===== config.mk =====
export PLATFORM = sky130hd
export DESIGN_NAME = fcd_host
export DESIGN_NICKNAME = d
export VERILOG_FILES = /design/src/rtl/fcd_pkg.sv /design/src/rtl/fcd_cyc_if.sv /design/src/rtl/fcd_cycle.sv /design/src/rtl/fcd_host.sv
export VERILOG_INCLUDE_DIRS = /design/src /design/src/rtl
export SDC_FILE = /design/constraint.sdc
export NUM_CORES = 1
export LEC_CHECK = 0
export ABC_AREA = 0
export BUFFER_PORTS_ARGS = -buffer_cell sky130_fd_sc_hd__buf_2
export CORE_MARGIN = 2
export CORE_UTILIZATION = 61
export DETAILED_ROUTE_END_ITERATION = 16
export GPL_ROUTABILITY_DRIVEN = 1
export GPL_TIMING_DRIVEN = 0
export PLACE_DENSITY = 0.85
export SLEW_MARGIN = 10
export SYNTH_ARGS = -nofsm -noshare
export SYNTH_HDL_FRONTEND = slang
export SYNTH_SLANG_ARGS = --single-unit

===== constraint.sdc =====
create_clock -name sys_clk -period 10.32 [get_ports sys_clk]
set_clock_uncertainty 0.15 [all_clocks]
set_input_delay 1.032 -clock sys_clk [delete_from_list [all_inputs] [get_ports sys_clk]]
set_output_delay 1.032 -clock sys_clk [all_outputs]
set_load 0.005 [all_outputs]

===== src/rtl/fcd_defs.svh =====
// Register map, field positions, flash command codes and timing constants of the controller.
`ifndef FCD_DEFS_SVH
`define FCD_DEFS_SVH

`define FCD_OFF_CTRL     8'h00
`define FCD_OFF_ADDR     8'h04
`define FCD_OFF_DATA     8'h08
`define FCD_OFF_PWD      8'h0c
`define FCD_OFF_STATUS   8'h10
`define FCD_OFF_ACCEL    8'h14

`define FCD_CTRL_OP_LSB  0
`define FCD_CTRL_OP_MSB  2
`define FCD_CTRL_CODE_LSB 8
`define FCD_CTRL_CODE_MSB 15
`define FCD_ST_BUSY      0
`define FCD_ST_DONE      1
`define FCD_ST_REFUSED   2
`define FCD_ST_RD_LSB    8
`define FCD_ST_RD_MSB    15

`define FCD_RESP_OKAY    2'h0
`define FCD_RESP_SLVERR  2'h2

`define FCD_FADDR_W      23
`define FCD_ADDR_UNLOCK1 23'h000aaa
`define FCD_ADDR_UNLOCK2 23'h000555
`define FCD_DAT_UNLOCK1  8'haa
`define FCD_DAT_UNLOCK2  8'h55
`define FCD_CMD_PROGRAM  8'ha0
`define FCD_CMD_ERASE    8'h80
`define FCD_CMD_STATUS   8'h70
`define FCD_CMD_PWD_LOAD 8'h25
`define FCD_CMD_PWD_KEY  8'h03
`define FCD_CMD_CONFIRM  8'h29

`define FCD_CLK_MHZ      10
`define FCD_SETUP_NS     30
`define FCD_STROBE_NS    70
`define FCD_HOLD_NS      30
`define FCD_NS_TO_CYC(ns) (((ns) * `FCD_CLK_MHZ + 999) / 1000)

`endif


===== src/rtl/fcd_pkg.sv =====
// Types shared by the flash command sequencer and its bus cycle engine.
package fcd_pkg;

  typedef enum logic [2:0]
  {
    FCD_OP_READ,
    FCD_OP_WRITE,
    FCD_OP_UNLOCK_CMD,
    FCD_OP_PROGRAM,
    FCD_OP_ERASE,
    FCD_OP_STATUS_READ,
    FCD_OP_PREFIX_WRITE,
    FCD_OP_PWD_UNLOCK
  } fcd_op_type;

  typedef enum logic [1:0]
  {
    FCD_SEQ_IDLE,
    FCD_SEQ_ISSUE,
    FCD_SEQ_WAIT
  } fcd_seq_type;

  typedef enum logic [1:0]
  {
    FCD_CYC_IDLE,
    FCD_CYC_SETUP,
    FCD_CYC_STROBE,
    FCD_CYC_HOLD
  } fcd_cyc_type;

  typedef struct packed
  {
    logic        wr;
    logic        last;
    logic [22:0] addr;
    logic [7:0]  data;
  } fcd_step_type;

endpackage


===== src/rtl/fcd_cyc_if.sv =====
// Request and answer signals between the sequencer and the bus cycle engine.
`timescale 1ns/1ps
interface fcd_cyc_if;
  logic               req;
  fcd_pkg::fcd_step_type step;
  logic               done;
  logic [7:0]         rdata;

  modport seq
  (
    output req,
    output step,
    input  done,
    input  rdata
  );

  modport eng
  (
    input  req,
    input  step,
    output done,
    output rdata
  );
endinterface


===== src/rtl/fcd_cycle.sv =====
// Bus cycle engine that performs one timed read or write cycle on the flash pins.
`timescale 1ns/1ps
`include "fcd_defs.svh"
module fcd_cycle
(
  input  wire logic              sys_clk,
  input  wire logic              rst_sync_b,
  fcd_cyc_if.eng                 cyc,
  input  wire logic [7:0]        flash_dq_in,
  output logic [22:0]            flash_addr,
  output logic [7:0]             flash_dq_out,
  output logic                   flash_dq_oe,
  output logic                   flash_ce_b,
  output logic                   flash_we_b,
  output logic                   flash_oe_b
);

  localparam logic [3:0] SETUP_CYC  = 4'(`FCD_NS_TO_CYC(`FCD_SETUP_NS));
  localparam logic [3:0] STROBE_CYC = 4'(`FCD_NS_TO_CYC(`FCD_STROBE_NS));
  localparam logic [3:0] HOLD_CYC   = 4'(`FCD_NS_TO_CYC(`FCD_HOLD_NS));

  fcd_pkg::fcd_cyc_type state_ff;
  fcd_pkg::fcd_cyc_type nxt_state;
  logic [3:0]           cnt_ff;
  logic                 wr_ff;
  wire                  cnt_end = (cnt_ff == 4'h1);

  ////////////////////////////////////////////////////////////////////////////////
  always_comb
  begin
    nxt_state = state_ff;
    case (state_ff)
      fcd_pkg::FCD_CYC_IDLE:   if (cyc.req) nxt_state = fcd_pkg::FCD_CYC_SETUP;
      fcd_pkg::FCD_CYC_SETUP:  if (cnt_end) nxt_state = fcd_pkg::FCD_CYC_STROBE;
      fcd_pkg::FCD_CYC_STROBE: if (cnt_end) nxt_state = fcd_pkg::FCD_CYC_HOLD;
      fcd_pkg::FCD_CYC_HOLD:   if (cnt_end) nxt_state = fcd_pkg::FCD_CYC_IDLE;
      default:                 nxt_state = fcd_pkg::FCD_CYC_IDLE;
    endcase
  end

  // Address and data are held through the hold phase, so the flash latches stable values
  // on either strobe edge.
  always_ff @(posedge sys_clk or negedge rst_sync_b)
  begin
    if (!rst_sync_b)
    begin
      state_ff     <= fcd_pkg::FCD_CYC_IDLE;
      cnt_ff       <= 4'h0;
      wr_ff        <= 1'b0;
      flash_addr   <= 23'h000000;
      flash_dq_out <= 8'h00;
      flash_dq_oe  <= 1'b0;
      flash_ce_b   <= 1'b1;
      flash_we_b   <= 1'b1;
      flash_oe_b   <= 1'b1;
      cyc.done     <= 1'b0;
      cyc.rdata    <= 8'h00;
    end
    else
    begin
      state_ff <= nxt_state;
      cyc.done <= 1'b0;
      if (state_ff == fcd_pkg::FCD_CYC_IDLE && cyc.req)
      begin
        wr_ff        <= cyc.step.wr;
        cnt_ff       <= SETUP_CYC;
        flash_addr   <= cyc.step.addr;
        flash_dq_out <= cyc.step.data;
        flash_dq_oe  <= cyc.step.wr;
        flash_ce_b   <= 1'b0;
      end
      else if (state_ff == fcd_pkg::FCD_CYC_SETUP && cnt_end)
      begin
        cnt_ff     <= STROBE_CYC;
        flash_we_b <= ~wr_ff;
        flash_oe_b <= wr_ff;
      end
      else if (state_ff == fcd_pkg::FCD_CYC_STROBE && cnt_end)
      begin
        cnt_ff     <= HOLD_CYC;
        flash_we_b <= 1'b1;
        flash_oe_b <= 1'b1;
        if (!wr_ff)
          cyc.rdata <= flash_dq_in;
      end
      else if (state_ff == fcd_pkg::FCD_CYC_HOLD && cnt_end)
      begin
        flash_dq_oe <= 1'b0;
        flash_ce_b  <= 1'b1;
        cyc.done    <= 1'b1;
      end
      else if (state_ff != fcd_pkg::FCD_CYC_IDLE)
        cnt_ff <= cnt_ff - 4'h1;
    end
  end

endmodule


===== src/rtl/fcd_host.sv =====
// Flash command controller: AXI4-Lite register slave that issues command sequences on the flash bus.
//
// Contract
// - Array reads are one read cycle at the address, with no command writes before.
// - After a wrong sequence the host writes the reset command to recover reads.
// - After a protection command set the host issues that set's exit command; FCD_OP_PWD_UNLOCK ends on the confirm write with no exit command.
// - Each password word is programmed with its own full two-write sequence.
// - Password reads drive every address bit, none left as don't-care.
// - Password words go in any order; unlocking needs all seven writes.
// - The accelerate input is held high while protection bits are set; here it only follows bit 0 of writes to the ACCEL register.
//
// The address map and the AXI4-Lite slave port are this design's own decisions.
`timescale 1ns/1ps
`include "fcd_defs.svh"
module fcd_host
(
  input  wire logic        sys_clk,
  input  wire logic        rst_b,
  input  wire logic [7:0]  s_axi_awaddr,
  input  wire logic        s_axi_awvalid,
  output logic             s_axi_awready,
  input  wire logic [31:0] s_axi_wdata,
  input  wire logic [3:0]  s_axi_wstrb,
  input  wire logic        s_axi_wvalid,
  output logic             s_axi_wready,
  output logic [1:0]       s_axi_bresp,
  output logic             s_axi_bvalid,
  input  wire logic        s_axi_bready,
  input  wire logic [7:0]  s_axi_araddr,
  input  wire logic        s_axi_arvalid,
  output logic             s_axi_arready,
  output logic [31:0]      s_axi_rdata,
  output logic [1:0]       s_axi_rresp,
  output logic             s_axi_rvalid,
  input  wire logic        s_axi_rready,
  input  wire logic [7:0]  flash_dq_in,
  output logic [22:0]      flash_addr,
  output logic [7:0]       flash_dq_out,
  output logic             flash_dq_oe,
  output logic             flash_ce_b,
  output logic             flash_we_b,
  output logic             flash_oe_b,
  output logic             accelerate_input
);

  ////////////////////////////////////////////////////////////////////////////////
  // Reset release through two flip-flops.
  logic rst_meta_ff;
  logic rst_sync_b;

  always_ff @(posedge sys_clk or negedge rst_b)
  begin
    if (!rst_b)
    begin
      rst_meta_ff <= 1'b0;
      rst_sync_b  <= 1'b0;
    end
    else
    begin
      rst_meta_ff <= 1'b1;
      rst_sync_b  <= rst_meta_ff;
    end
  end

  ////////////////////////////////////////////////////////////////////////////////
  // Software registers.
  fcd_pkg::fcd_op_type op_ff;
  logic [7:0]          code_ff;
  logic [22:0]         addr_ff;
  logic [7:0]          data_ff;
  logic [31:0]         pwd_ff;
  logic                done_ff;
  logic                refused_ff;
  logic [7:0]          rbyte_ff;
  fcd_pkg::fcd_seq_type seq_ff;
  logic [2:0]          step_ff;

  function automatic logic [31:0] merge(input logic [31:0] old, input logic [31:0] wd,
                                        input logic [3:0] strb);
    logic [31:0] res;
    res = old;
    for (int i = 0; i < 4; i++)
      if (strb[i])
        res[i*8 +: 8] = wd[i*8 +: 8];
    return res;
  endfunction

  wire        busy       = (seq_ff != fcd_pkg::FCD_SEQ_IDLE);
  wire        wr_fire    = s_axi_awready & s_axi_awvalid & s_axi_wvalid;
  wire        wr_ctrl    = wr_fire & (s_axi_awaddr == `FCD_OFF_CTRL);
  wire        wr_addr    = wr_fire & (s_axi_awaddr == `FCD_OFF_ADDR);
  wire        wr_data    = wr_fire & (s_axi_awaddr == `FCD_OFF_DATA);
  wire        wr_pwd     = wr_fire & (s_axi_awaddr == `FCD_OFF_PWD);
  wire        wr_status  = wr_fire & (s_axi_awaddr == `FCD_OFF_STATUS);
  wire        wr_accel   = wr_fire & (s_axi_awaddr == `FCD_OFF_ACCEL);
  wire        wr_mapped  = wr_ctrl | wr_addr | wr_data | wr_pwd | wr_status | wr_accel;
  // A new command while one is still running would corrupt the flash sequence, so it is refused.
  wire        start      = wr_ctrl & ~busy & s_axi_wstrb[0];
  wire        refuse     = wr_ctrl & busy;
  wire [31:0] ctrl_word  = {16'h0000, code_ff, 5'h00, op_ff};
  wire [31:0] ctrl_new   = merge(ctrl_word, s_axi_wdata, s_axi_wstrb);
  wire [31:0] addr_new   = merge({9'h000, addr_ff}, s_axi_wdata, s_axi_wstrb);
  wire [31:0] data_new   = merge({24'h000000, data_ff}, s_axi_wdata, s_axi_wstrb);
  wire [31:0] pwd_new    = merge(pwd_ff, s_axi_wdata, s_axi_wstrb);
  wire        clr_done   = wr_status & s_axi_wstrb[0] & s_axi_wdata[`FCD_ST_DONE];
  wire        clr_ref    = wr_status & s_axi_wstrb[0] & s_axi_wdata[`FCD_ST_REFUSED];
  wire        seq_end;

  always_ff @(posedge sys_clk or negedge rst_sync_b)
  begin
    if (!rst_sync_b)
    begin
      op_ff            <= fcd_pkg::FCD_OP_READ;
      code_ff          <= 8'h00;
      addr_ff          <= 23'h000000;
      data_ff          <= 8'h00;
      pwd_ff           <= 32'h00000000;
      done_ff          <= 1'b0;
      refused_ff       <= 1'b0;
      accelerate_input <= 1'b0;
    end
    else
    begin
      if (start)
      begin
        op_ff   <= fcd_pkg::fcd_op_type'(ctrl_new[`FCD_CTRL_OP_MSB:`FCD_CTRL_OP_LSB]);
        code_ff <= ctrl_new[`FCD_CTRL_CODE_MSB:`FCD_CTRL_CODE_LSB];
      end
      if (wr_addr && !busy)
        addr_ff <= addr_new[22:0];
      if (wr_data && !busy)
        data_ff <= data_new[7:0];
      if (wr_pwd && !busy)
        pwd_ff <= pwd_new;
      if (wr_accel && s_axi_wstrb[0])
        accelerate_input <= s_axi_wdata[0];
      // A completion in the same cycle as its clear keeps the flag set.
      done_ff    <= seq_end | (done_ff & ~clr_done);
      refused_ff <= refuse | (refused_ff & ~clr_ref);
    end
  end

  ////////////////////////////////////////////////////////////////////////////////
  // AXI4-Lite write and read channels.
  always_ff @(posedge sys_clk or negedge rst_sync_b)
  begin
    if (!rst_sync_b)
    begin
      s_axi_awready <= 1'b0;
      s_axi_wready  <= 1'b0;
      s_axi_bvalid  <= 1'b0;
      s_axi_bresp   <= `FCD_RESP_OKAY;
      s_axi_arready <= 1'b0;
      s_axi_rvalid  <= 1'b0;
      s_axi_rresp   <= `FCD_RESP_OKAY;
      s_axi_rdata   <= 32'h00000000;
    end
    else
    begin
      s_axi_awready <= ~s_axi_awready & s_axi_awvalid & s_axi_wvalid & ~s_axi_bvalid;
      s_axi_wready  <= ~s_axi_awready & s_axi_awvalid & s_axi_wvalid & ~s_axi_bvalid;
      if (wr_fire)
      begin
        s_axi_bvalid <= 1'b1;
        s_axi_bresp  <= (wr_mapped && !refuse) ? `FCD_RESP_OKAY : `FCD_RESP_SLVERR;
      end
      else if (s_axi_bready)
        s_axi_bvalid <= 1'b0;
      s_axi_arready <= ~s_axi_arready & s_axi_arvalid & ~s_axi_rvalid;
      if (s_axi_arready && s_axi_arvalid)
      begin
        s_axi_rvalid <= 1'b1;
        s_axi_rresp  <= `FCD_RESP_OKAY;
        case (s_axi_araddr)
          `FCD_OFF_CTRL:   s_axi_rdata <= ctrl_word;
          `FCD_OFF_ADDR:   s_axi_rdata <= {9'h000, addr_ff};
          `FCD_OFF_DATA:   s_axi_rdata <= {24'h000000, data_ff};
          `FCD_OFF_PWD:    s_axi_rdata <= pwd_ff;
          `FCD_OFF_STATUS: s_axi_rdata <= {16'h0000, rbyte_ff, 5'h00, refused_ff, done_ff, busy};
          `FCD_OFF_ACCEL:  s_axi_rdata <= {31'h00000000, accelerate_input};
          default:
          begin
            s_axi_rdata <= 32'h00000000;
            s_axi_rresp <= `FCD_RESP_SLVERR;
          end
        endcase
      end
      else if (s_axi_rready)
        s_axi_rvalid <= 1'b0;
    end
  end

  ////////////////////////////////////////////////////////////////////////////////
  // Command sequence table: one entry per bus cycle of the selected operation.
  // Sector and buffer addresses pass through from the address register unchanged, so any
  // address inside a sector serves, and bits the encoding leaves open are simply passed on.
  function automatic fcd_pkg::fcd_step_type step_of(input fcd_pkg::fcd_op_type op,
                                                    input logic [2:0] st);
    fcd_pkg::fcd_step_type s;
    s = '{wr: 1'b1, last: 1'b0, addr: `FCD_ADDR_UNLOCK1, data: `FCD_DAT_UNLOCK1};
    case (op)
      fcd_pkg::FCD_OP_READ:
        s = '{wr: 1'b0, last: 1'b1, addr: addr_ff, data: 8'h00};
      fcd_pkg::FCD_OP_WRITE:
        s = '{wr: 1'b1, last: 1'b1, addr: addr_ff, data: data_ff};
      fcd_pkg::FCD_OP_STATUS_READ:
        if (st != 3'h0)
          s = '{wr: 1'b0, last: 1'b1, addr: addr_ff, data: 8'h00};
        else
          s.data = `FCD_CMD_STATUS;
      fcd_pkg::FCD_OP_PREFIX_WRITE:
        if (st != 3'h0)
          s = '{wr: 1'b1, last: 1'b1, addr: addr_ff, data: data_ff};
        else
          s.data = code_ff;
      fcd_pkg::FCD_OP_PWD_UNLOCK:
        case (st)
          3'h0:    s = '{wr: 1'b1, last: 1'b0, addr: 23'h000000, data: `FCD_CMD_PWD_LOAD};
          3'h1:    s = '{wr: 1'b1, last: 1'b0, addr: 23'h000000, data: `FCD_CMD_PWD_KEY};
          3'h6:    s = '{wr: 1'b1, last: 1'b1, addr: 23'h000000, data: `FCD_CMD_CONFIRM};
          default: s = '{wr: 1'b1, last: 1'b0, addr: 23'(st - 3'h2),
                         data: pwd_ff[8*(st - 3'h2) +: 8]};
        endcase
      default:
      begin
        // Unlock-prefixed operations: two unlock writes, then the command byte.
        case (st)
          3'h0, 3'h3: s.data = `FCD_DAT_UNLOCK1;
          3'h1, 3'h4: s = '{wr: 1'b1, last: 1'b0, addr: `FCD_ADDR_UNLOCK2,
                            data: `FCD_DAT_UNLOCK2};
          3'h2:
            if (op == fcd_pkg::FCD_OP_UNLOCK_CMD)
              s = '{wr: 1'b1, last: 1'b1, addr: `FCD_ADDR_UNLOCK1, data: code_ff};
            else if (op == fcd_pkg::FCD_OP_PROGRAM)
              s.data = `FCD_CMD_PROGRAM;
            else
              s.data = `FCD_CMD_ERASE;
          default:
            s = '{wr: 1'b1, last: 1'b1, addr: addr_ff, data: data_ff};
        endcase
        if (op == fcd_pkg::FCD_OP_PROGRAM && st == 3'h3)
          s = '{wr: 1'b1, last: 1'b1, addr: addr_ff, data: data_ff};
      end
    endcase
    return s;
  endfunction

  ////////////////////////////////////////////////////////////////////////////////
  // Sequencer: hands one step at a time to the cycle engine and waits for its answer.
  fcd_cyc_if cyc ();

  fcd_pkg::fcd_seq_type  nxt_seq;
  fcd_pkg::fcd_step_type cur_step;
  logic                  req_ff;

  assign cur_step = step_of(op_ff, step_ff);
  assign seq_end  = (seq_ff == fcd_pkg::FCD_SEQ_WAIT) & cyc.done & cur_step.last;
  assign cyc.req  = req_ff;
  assign cyc.step = cur_step;

  always_comb
  begin
    nxt_seq = seq_ff;
    case (seq_ff)
      fcd_pkg::FCD_SEQ_IDLE:  if (start) nxt_seq = fcd_pkg::FCD_SEQ_ISSUE;
      fcd_pkg::FCD_SEQ_ISSUE: nxt_seq = fcd_pkg::FCD_SEQ_WAIT;
      fcd_pkg::FCD_SEQ_WAIT:
        if (cyc.done)
          nxt_seq = cur_step.last ? fcd_pkg::FCD_SEQ_IDLE : fcd_pkg::FCD_SEQ_ISSUE;
      default: nxt_seq = fcd_pkg::FCD_SEQ_IDLE;
    endcase
  end

  always_ff @(posedge sys_clk or negedge rst_sync_b)
  begin
    if (!rst_sync_b)
    begin
      seq_ff   <= fcd_pkg::FCD_SEQ_IDLE;
      step_ff  <= 3'h0;
      req_ff   <= 1'b0;
      rbyte_ff <= 8'h00;
    end
    else
    begin
      seq_ff <= nxt_seq;
      req_ff <= (nxt_seq == fcd_pkg::FCD_SEQ_ISSUE);
      if (start)
        step_ff <= 3'h0;
      else if (seq_ff == fcd_pkg::FCD_SEQ_WAIT && cyc.done && !cur_step.last)
        step_ff <= step_ff + 3'h1;
      if (seq_ff == fcd_pkg::FCD_SEQ_WAIT && cyc.done && !cur_step.wr)
        rbyte_ff <= cyc.rdata;
    end
  end

  fcd_cycle u_cycle
  (
    .sys_clk      (sys_clk),
    .rst_sync_b   (rst_sync_b),
    .cyc          (cyc.eng),
    .flash_dq_in  (flash_dq_in),
    .flash_addr   (flash_addr),
    .flash_dq_out (flash_dq_out),
    .flash_dq_oe  (flash_dq_oe),
    .flash_ce_b   (flash_ce_b),
    .flash_we_b   (flash_we_b),
    .flash_oe_b   (flash_oe_b)
  );

endmodule


### Yosys cells after proc, flatten, opt, wreduce, memory -nomap -nowiden

Cells that the tools add are included.

* bits in registers: 184
* bits of input ports: 67
* output and inout port bits: 77
* logic and storage cells: 218

* add/subtract/negate cells: 4
* eq/ne operators: 35
* shift operators: 1
* mux-type cells: 50
* bitwise gates (word level): 40
* reductions and logical operators: 51

Operator list (count)
* one-hot mux 32 bit (6 select lines): 1
* one-hot mux 33 bit (5 select lines): 1
* one-hot mux 32 bit (3 select lines): 1
* one-hot mux 25 bit (3 select lines): 1
* 2-to-1 mux 24 bit: 2
* 2-to-1 mux 33 bit: 1
* variable part select 32 x 33 -> 8 bit: 1
* == test 8 x 4 -> 1 bit (second input constant): 4
* == test 8 x 5 -> 1 bit (second input constant): 4
* 2-to-1 mux 25 bit: 1
* one-hot mux 8 bit (3 select lines): 1
* AND reduction 2 bit: 12
* bitwise AND 1 bit: 23
* 2-to-1 mux 1 bit: 20
* 2-to-1 mux 4 bit: 5
* == test 8 x 3 -> 1 bit (second input constant): 2
* logical NOT 8 bit: 2
* 2-to-1 mux 2 bit: 8
* 2-to-1 mux 8 bit: 2
* == test 3 bit (second input constant): 5
* logical AND 1 bit: 14
* nonzero test 2 bit: 7
* == test 3 x 2 -> 1 bit (second input constant): 4
* != test 2 x 1 -> 1 bit (second input constant): 5
* other kinds (25): 54

### Depth between registers and ports, before layout

* word-level depth: 10
* mapped depth: 11
* depth with buffers taken out: 7

### Modules after synthesis

A second synthesis with hierarchy kept.

* cells, all modules: 840
* area, all modules: 9087.5 um^2

Modules (own cells, without submodules)
* fcd_host: instances 1, cells an instance 620, area each 6935.4 um^2
* fcd_cycle: instances 1, cells an instance 220, area each 2152.1 um^2

### Worst setup path before layout

OpenSTA, ideal clock, no wires.

* path kind: input -> register
* start: input s_axi_awaddr[5]
* end: register code_ff[0]
* library setup time: 0.125 ns
* data arrival time: 2.381 ns
* path slack: 7.664 ns
* stages: 5
* path buffers: 0
* path through: or3_4 > nor2_2 > nand3b_1 > nor3_4 > mux2_2

* word-level cells in the longest chain between the ends: 5

Ends and longest elaborated chain
* start: declaration: line fcd_host.sv:19 `input wire logic [7:0] s_axi_awaddr,`
* logical NOT 8 bit (no line)
* bitwise AND 1 bit: line fcd_host.sv:90 `` wire wr_ctrl = wr_fire & (s_axi_awaddr == `FCD_OFF_CTRL); ``
* bitwise AND 1 bit (2 in a row): line fcd_host.sv:98 `wire start = wr_ctrl & ~busy & s_axi_wstrb[0];`
* AND reduction 2 bit (no line)
* end signal: assignment: line fcd_host.sv:127 `` code_ff <= ctrl_new[`FCD_CTRL_CODE_MSB:`FCD_CTRL_CODE_LSB]; ``
* end: declaration: line fcd_host.sv:68 `logic [7:0] code_ff;`

Every way passes these cells.
A chain may end at the register's enable or synchronous reset.

### Worst setup path in the final report

* start: register step_ff[0]
* end: register rbyte_ff[4]

* word-level cells in the longest chain between the ends: 6
* elaborated cells on any way between the ends: 8
* those cells by class: 1 x eq/ne; 3 x mux; 4 x reduce/logical

Ends and longest elaborated chain
* start: declaration: line fcd_host.sv:76 `logic [2:0] step_ff;`
* start signal: assignment: line fcd_host.sv:290 `step_ff <= step_ff + 3'h1;`
* == test 3 x 2 -> 1 bit: line fcd_host.sv:227, fcd_host.sv:241
* logical AND 1 bit: line fcd_host.sv:241 `if (op == fcd_pkg::FCD_OP_PROGRAM && st == 3'h3)`
* 2-to-1 mux 33 bit: line fcd_host.sv:241
* one-hot mux 33 bit (5 select lines) *: line fcd_host.sv:201 `case (op)`
* logical NOT 1 bit *: line fcd_host.sv:291 `if (seq_ff == fcd_pkg::FCD_SEQ_WAIT && cyc.done && !cur_step.wr)`
* logical AND 1 bit *: line fcd_host.sv:291
* end signal: assignment: line fcd_host.sv:292 `rbyte_ff <= cyc.rdata;`
* end: declaration: line fcd_host.sv:74 `logic [7:0] rbyte_ff;`

Mark *: on every way between the ends. The rest lies on a longest branch, timed or not.

==> metrics.txt <==
# TYPE chip_impl_metric gauge
chip_impl_metric{name="hold_slack",unit="ns"} 0.119
chip_impl_metric{name="tightest_slew",unit="ns"} 0.860
chip_impl_metric{name="initial_utilization",unit=""} 0.617
chip_impl_metric{name="power_density_cells",unit="mW/mm2"} 153
chip_impl_metric{name="fin_ws",unit="ns"} 6.95
chip_impl_metric{name="routed-via-count",unit=""} 7321
chip_impl_metric{name="cts.repair_timing.setup_buffer_count",unit=""} 0
chip_impl_metric{name="power_switching_share",unit=""} 0.261
chip_impl_metric{name="clock-sinks",unit=""} 182
chip_impl_metric{name="power_frac_clock",unit=""} 0.405
chip_impl_metric{name="grt_pass1_vias",unit=""} 7186
chip_impl_metric{name="timing.max_cap.violations",unit=""} 0
chip_impl_metric{name="grtUsageTotal",unit=""} 0.341
chip_impl_metric{name="clock_tree.buffer_depth",unit=""} 2
chip_impl_metric{name="share_seq_of_total_power",unit=""} 0.491
chip_impl_metric{name="irDropWorstVdd",unit="mV"} 0.120
chip_impl_metric{name="critical_path_required",unit="ns"} 10.49
chip_impl_metric{name="cts_clk_pin_slew_worst_paths",unit="ns"} 0.07
chip_impl_metric{name="post_drt_via_cell_ratio",unit=""} 6.33
chip_impl_metric{name="design.final.nets",unit=""} 1038
chip_impl_metric{name="drc",unit=""} 0
chip_impl_metric{name="die_area",unit="mm2"} 0.0155
chip_impl_metric{name="number_of_warning_messages_in_the_yosys_log",unit=""} 0
chip_impl_metric{name="grt_pass1_wl",unit="um"} 40500
chip_impl_metric{name="p_leak",unit="nW"} 5.14
chip_impl_metric{name="layout_min_cycle_time",unit="ns"} 3.37
chip_impl_metric{name="drt_pass1_iterations",unit=""} 5
chip_impl_metric{name="synth.lib_cells_used.distinct",unit=""} 71
chip_impl_info{name="cts_tree",value="done"} 1
chip_impl_metric{name="crit_fanout",unit=""} 10
chip_impl_metric{name="final_count_of_negative_setup_slack_endpoints",unit=""} 0
chip_impl_info{name="outcome",value="complete, no violations"} 1
chip_impl_metric{name="number_of_antenna_violations_at_the_first_check_in_global_routing",unit=""} 1
chip_impl_metric{name="fin_crit_sh",unit=""} 0.327
chip_impl_metric{name="cts-buffers-inserted",unit=""} 17
chip_impl_metric{name="io_pins",unit=""} 144
chip_impl_metric{name="final_slew_viol_count",unit=""} 0
chip_impl_metric{name="syn_inst",unit=""} 794
chip_impl_metric{name="rows",unit=""} 44
chip_impl_metric{name="placedInstanceArea",unit="mm2"} 0.00987
chip_impl_metric{name="cts-htree-levels",unit=""} 4
chip_impl_metric{name="gpl.final_weighted_congestion",unit=""} 0.999
chip_impl_metric{name="num-fill-cells",unit=""} 1031
chip_impl_metric{name="grt_remaining_overflow",unit=""} 0
chip_impl_metric{name="slew_headroom",unit=""} 0.427
chip_impl_info{name="yosys_most_used_dff",value="dfrtp_1"} 1
chip_impl_info{name="clock_tree.root_cell",value="clkbuf_16"} 1
chip_impl_metric{name="post_cts_resized",unit=""} 0
chip_impl_metric{name="postRouteWirelength",unit="um"} 25900
chip_impl_metric{name="clk_latency",unit="ns"} 0.44
chip_impl_metric{name="detail_route.wl_per_cell",unit="um"} 22.4
chip_impl_metric{name="ys_ff_latch",unit=""} 182
chip_impl_info{name="unrepaired_setup_endpoints_after_global_routing",value="no"} 1
chip_impl_metric{name="cp.arrival",unit="ns"} 3.54
chip_impl_metric{name="net-switching-power",unit="mW"} 0.416
chip_impl_metric{name="synth-edff-count",unit=""} 0
chip_impl_metric{name="drive_gt1_frac",unit=""} 0.335
chip_impl_metric{name="floorplan.core_area",unit="mm2"} 0.0144
chip_impl_metric{name="synth-async-reset-ratio",unit=""} 1.00
chip_impl_metric{name="layout_area_overhead",unit="%"} 18.1
chip_impl_metric{name="combinational_power_share",unit=""} 0.104
chip_impl_metric{name="pre_cts_slack",unit="ns"} 7.04
chip_impl_info{name="worst_setup_path_end_kind",value="flop"} 1
chip_impl_metric{name="drt-initial-drc-count",unit=""} 603
chip_impl_metric{name="buffer_ports.inserted",unit=""} 139
chip_impl_metric{name="register_area_share_after_synthesis",unit=""} 0.514
chip_impl_info{name="critPathLaunchType",value="flop"} 1
chip_impl_metric{name="final_area",unit="mm2"} 0.0105
chip_impl_metric{name="pin_count_of_the_biggest_net_entering_global_routing",unit=""} 42
chip_impl_info{name="timing_worst_setup_path_type",value="reg -> reg"} 1
chip_impl_metric{name="postRouteAntennaNets",unit=""} 0
chip_impl_metric{name="die-height",unit="um"} 125
chip_impl_metric{name="die_w",unit="um"} 125
chip_impl_info{name="hold_path.class",value="reg -> async"} 1
chip_impl_metric{name="netlist_area",unit="mm2"} 0.00886
chip_impl_metric{name="average_footprint_of_a_synthesized_cell",unit="um2"} 11.2
chip_impl_metric{name="cts_hold_buf",unit=""} 0
chip_impl_metric{name="achievable-frequency",unit="MHz"} 297
chip_impl_metric{name="setup-tns-final",unit="ns"} 0
chip_impl_metric{name="hold_vio_cnt_final",unit=""} 0
chip_impl_metric{name="internal_power",unit="mW"} 1.18
chip_impl_metric{name="dp_hpwl",unit="um"} 19400
## cells in the mapped netlist (all sizes together) (3+ instances only)
cell type    n  area share
dfrtp      179        0.51
mux2        94        0.12
nand2       90       0.039
o21ai       47       0.027
nor2        45       0.020
a21oi       34       0.019
nor3        26       0.018
mux2i       24       0.027
buf         23       0.014
clkbuf      19      0.0080
inv         17      0.0072
nor4        15       0.012
ha          14       0.020
o31ai       12       0.010
a22oi       11      0.0093
mux4        11       0.028
a211oi      10      0.0085
nand3       10      0.0062
a22o         9      0.0089
o221ai       9      0.0089
nand2b       8      0.0056
nor2b        8      0.0056
and3         6      0.0042
a31oi        5      0.0035
or3          5      0.0041
a221oi       4      0.0040
and2         4      0.0028
nand3b       4      0.0034
nand4        4      0.0028
nor3b        4      0.0040
or2          4      0.0028
a21o         3      0.0025
dfstp        3      0.0089
o22ai        3      0.0021
or3b         3      0.0030
## cell families (layout without fill, tap and decap cells)
family                     Yosys count  in the layout  synth area share
AOI/OAI and AO/OA                  167            167             0.123
adders and majority gates           15             15            0.0209
buffers and inverters               59            234            0.0289
DFF                                182            182             0.514
muxes                              129            129             0.175
other                                2              5          0.000848
and+or+nand+nor                    240            240             0.137
## layer usage
| layer | vias up | GRT usage | share of wire |
|---|---|---|---|
| met5 | - | 0 | 0 |
| met4 | 0 | 0.153 | 0.044 |
| met3 | 75 | 0.0498 | 0.075 |
| met2 | 401 | 0.548 | 0.48 |
| met1 | 3620 | 0.467 | 0.40 |
| li1 | 3225 | - | - |
## registers in the layout (all words and copies together), names as in the netlist, 2 cells and up
signal                flops
op_ff                     3
data_ff                   8
s_axi_rdata              32
u_cycle.flash_dq_out      8
u_cycle.flash_addr       23
u_cycle.state_ff          2
code_ff                   8
rbyte_ff                  8
u_cycle.cnt_ff            4
pwd_ff                   32
seq_ff                    2
u_cycle.cyc.rdata         8
step_ff                   3
addr_ff                  23
## area by class of cell
class | instances | area, um2 | share of cell area
sequential | 182 | 4560 | 0.436
multi-input combinational | 554 | 4050 | 0.387
buffer | 42 | 193 | 0.0184
clock inverter | 12 | 118 | 0.0112
clock buffer | 20 | 467 | 0.0446
tap | 184 | 230 | 0.0220
inverter | 17 | 63.8 | 0.00610
antenna | 2 | 5.00 | 0.000478
timing repair buffer | 143 | 776 | 0.0741
## placed cells by master, fill, tap and decap left out, types with 6 or more instances in the layout
cell type / Yosys / layout
clkbuf_1: 19 / 19
nor3_1: 22 / 22
nor4_1: 14 / 14
a211oi_1: 10 / 10
a21oi_1: 34 / 34
dfrtp_1: 179 / 178
mux4_2: 11 / 11
buf_2: 19 / 158
nand2b_1: 8 / 8
o31ai_1: 12 / 12
o221ai_1: 9 / 9
mux2i_1: 24 / 24
nand2_1: 88 / 88
o21ai_0: 46 / 46
nor2b_1: 8 / 8
nor2_1: 41 / 41
nand3_1: 9 / 9
ha_1: 14 / 14
a22o_1: 9 / 9
clkbuf_16: 0 / 17
and3_1: 6 / 6
inv_1: 17 / 17
mux2_2: 93 / 93
a22oi_1: 11 / 11
## critical path, cell delays in order (launching register included)
cell and delay (ns):
dfrtp_1 0.54, buf_2 0.38, inv_1 0.13, ha_1 0.23, buf_2 0.19, nand2b_1 0.30, a21oi_1 0.13, a211oi_1 0.43
nor2b_1 0.18, buf_2 0.22, mux2_2 0.37
## power groups by stage
stage	combinational, mW	clock (mW)	sequential, mW
floorplan	0.105	0	0.791
global placement	0.141	0	0.803
detailed placement	0.165	0	0.795
CTS	0.166	0.646	0.783
global route	0.187	0.678	0.787
finish	0.166	0.646	0.784
## worst paths after layout
path / from / end / slack (ns) / cells past startpoint
max reg2reg: step_ff[0] / rbyte_ff[4] / 6.95 / 10
min: rst_sync_b / u_cycle.state_ff[1] / 0.12 / 0
min in group sys_clk: rst_meta_ff / rst_sync_b / 0.21 / 0
max: step_ff[0] / rbyte_ff[4] / 6.95 / 10
min reg2reg: rst_sync_b / u_cycle.state_ff[1] / 0.12 / 0
max in group asynchronous: rst_sync_b / u_cycle.flash_addr[3] / 8.82 / 3
## stage by stage
stage | total power, mW | instances | utilization
2_1_floorplan | 0.896 | 795 | -
3_3_place_gp | 0.944 | 1118 | 0.681
3_5_place_dp | 0.961 | 1122 | 0.687
4_1_cts | 1.60 | 1154 | 0.728
5_1_grt | 1.65 | 1155 | 0.728
6_report | 1.60 | 1156 | 0.728
Power figures use the tool's default switching activity.
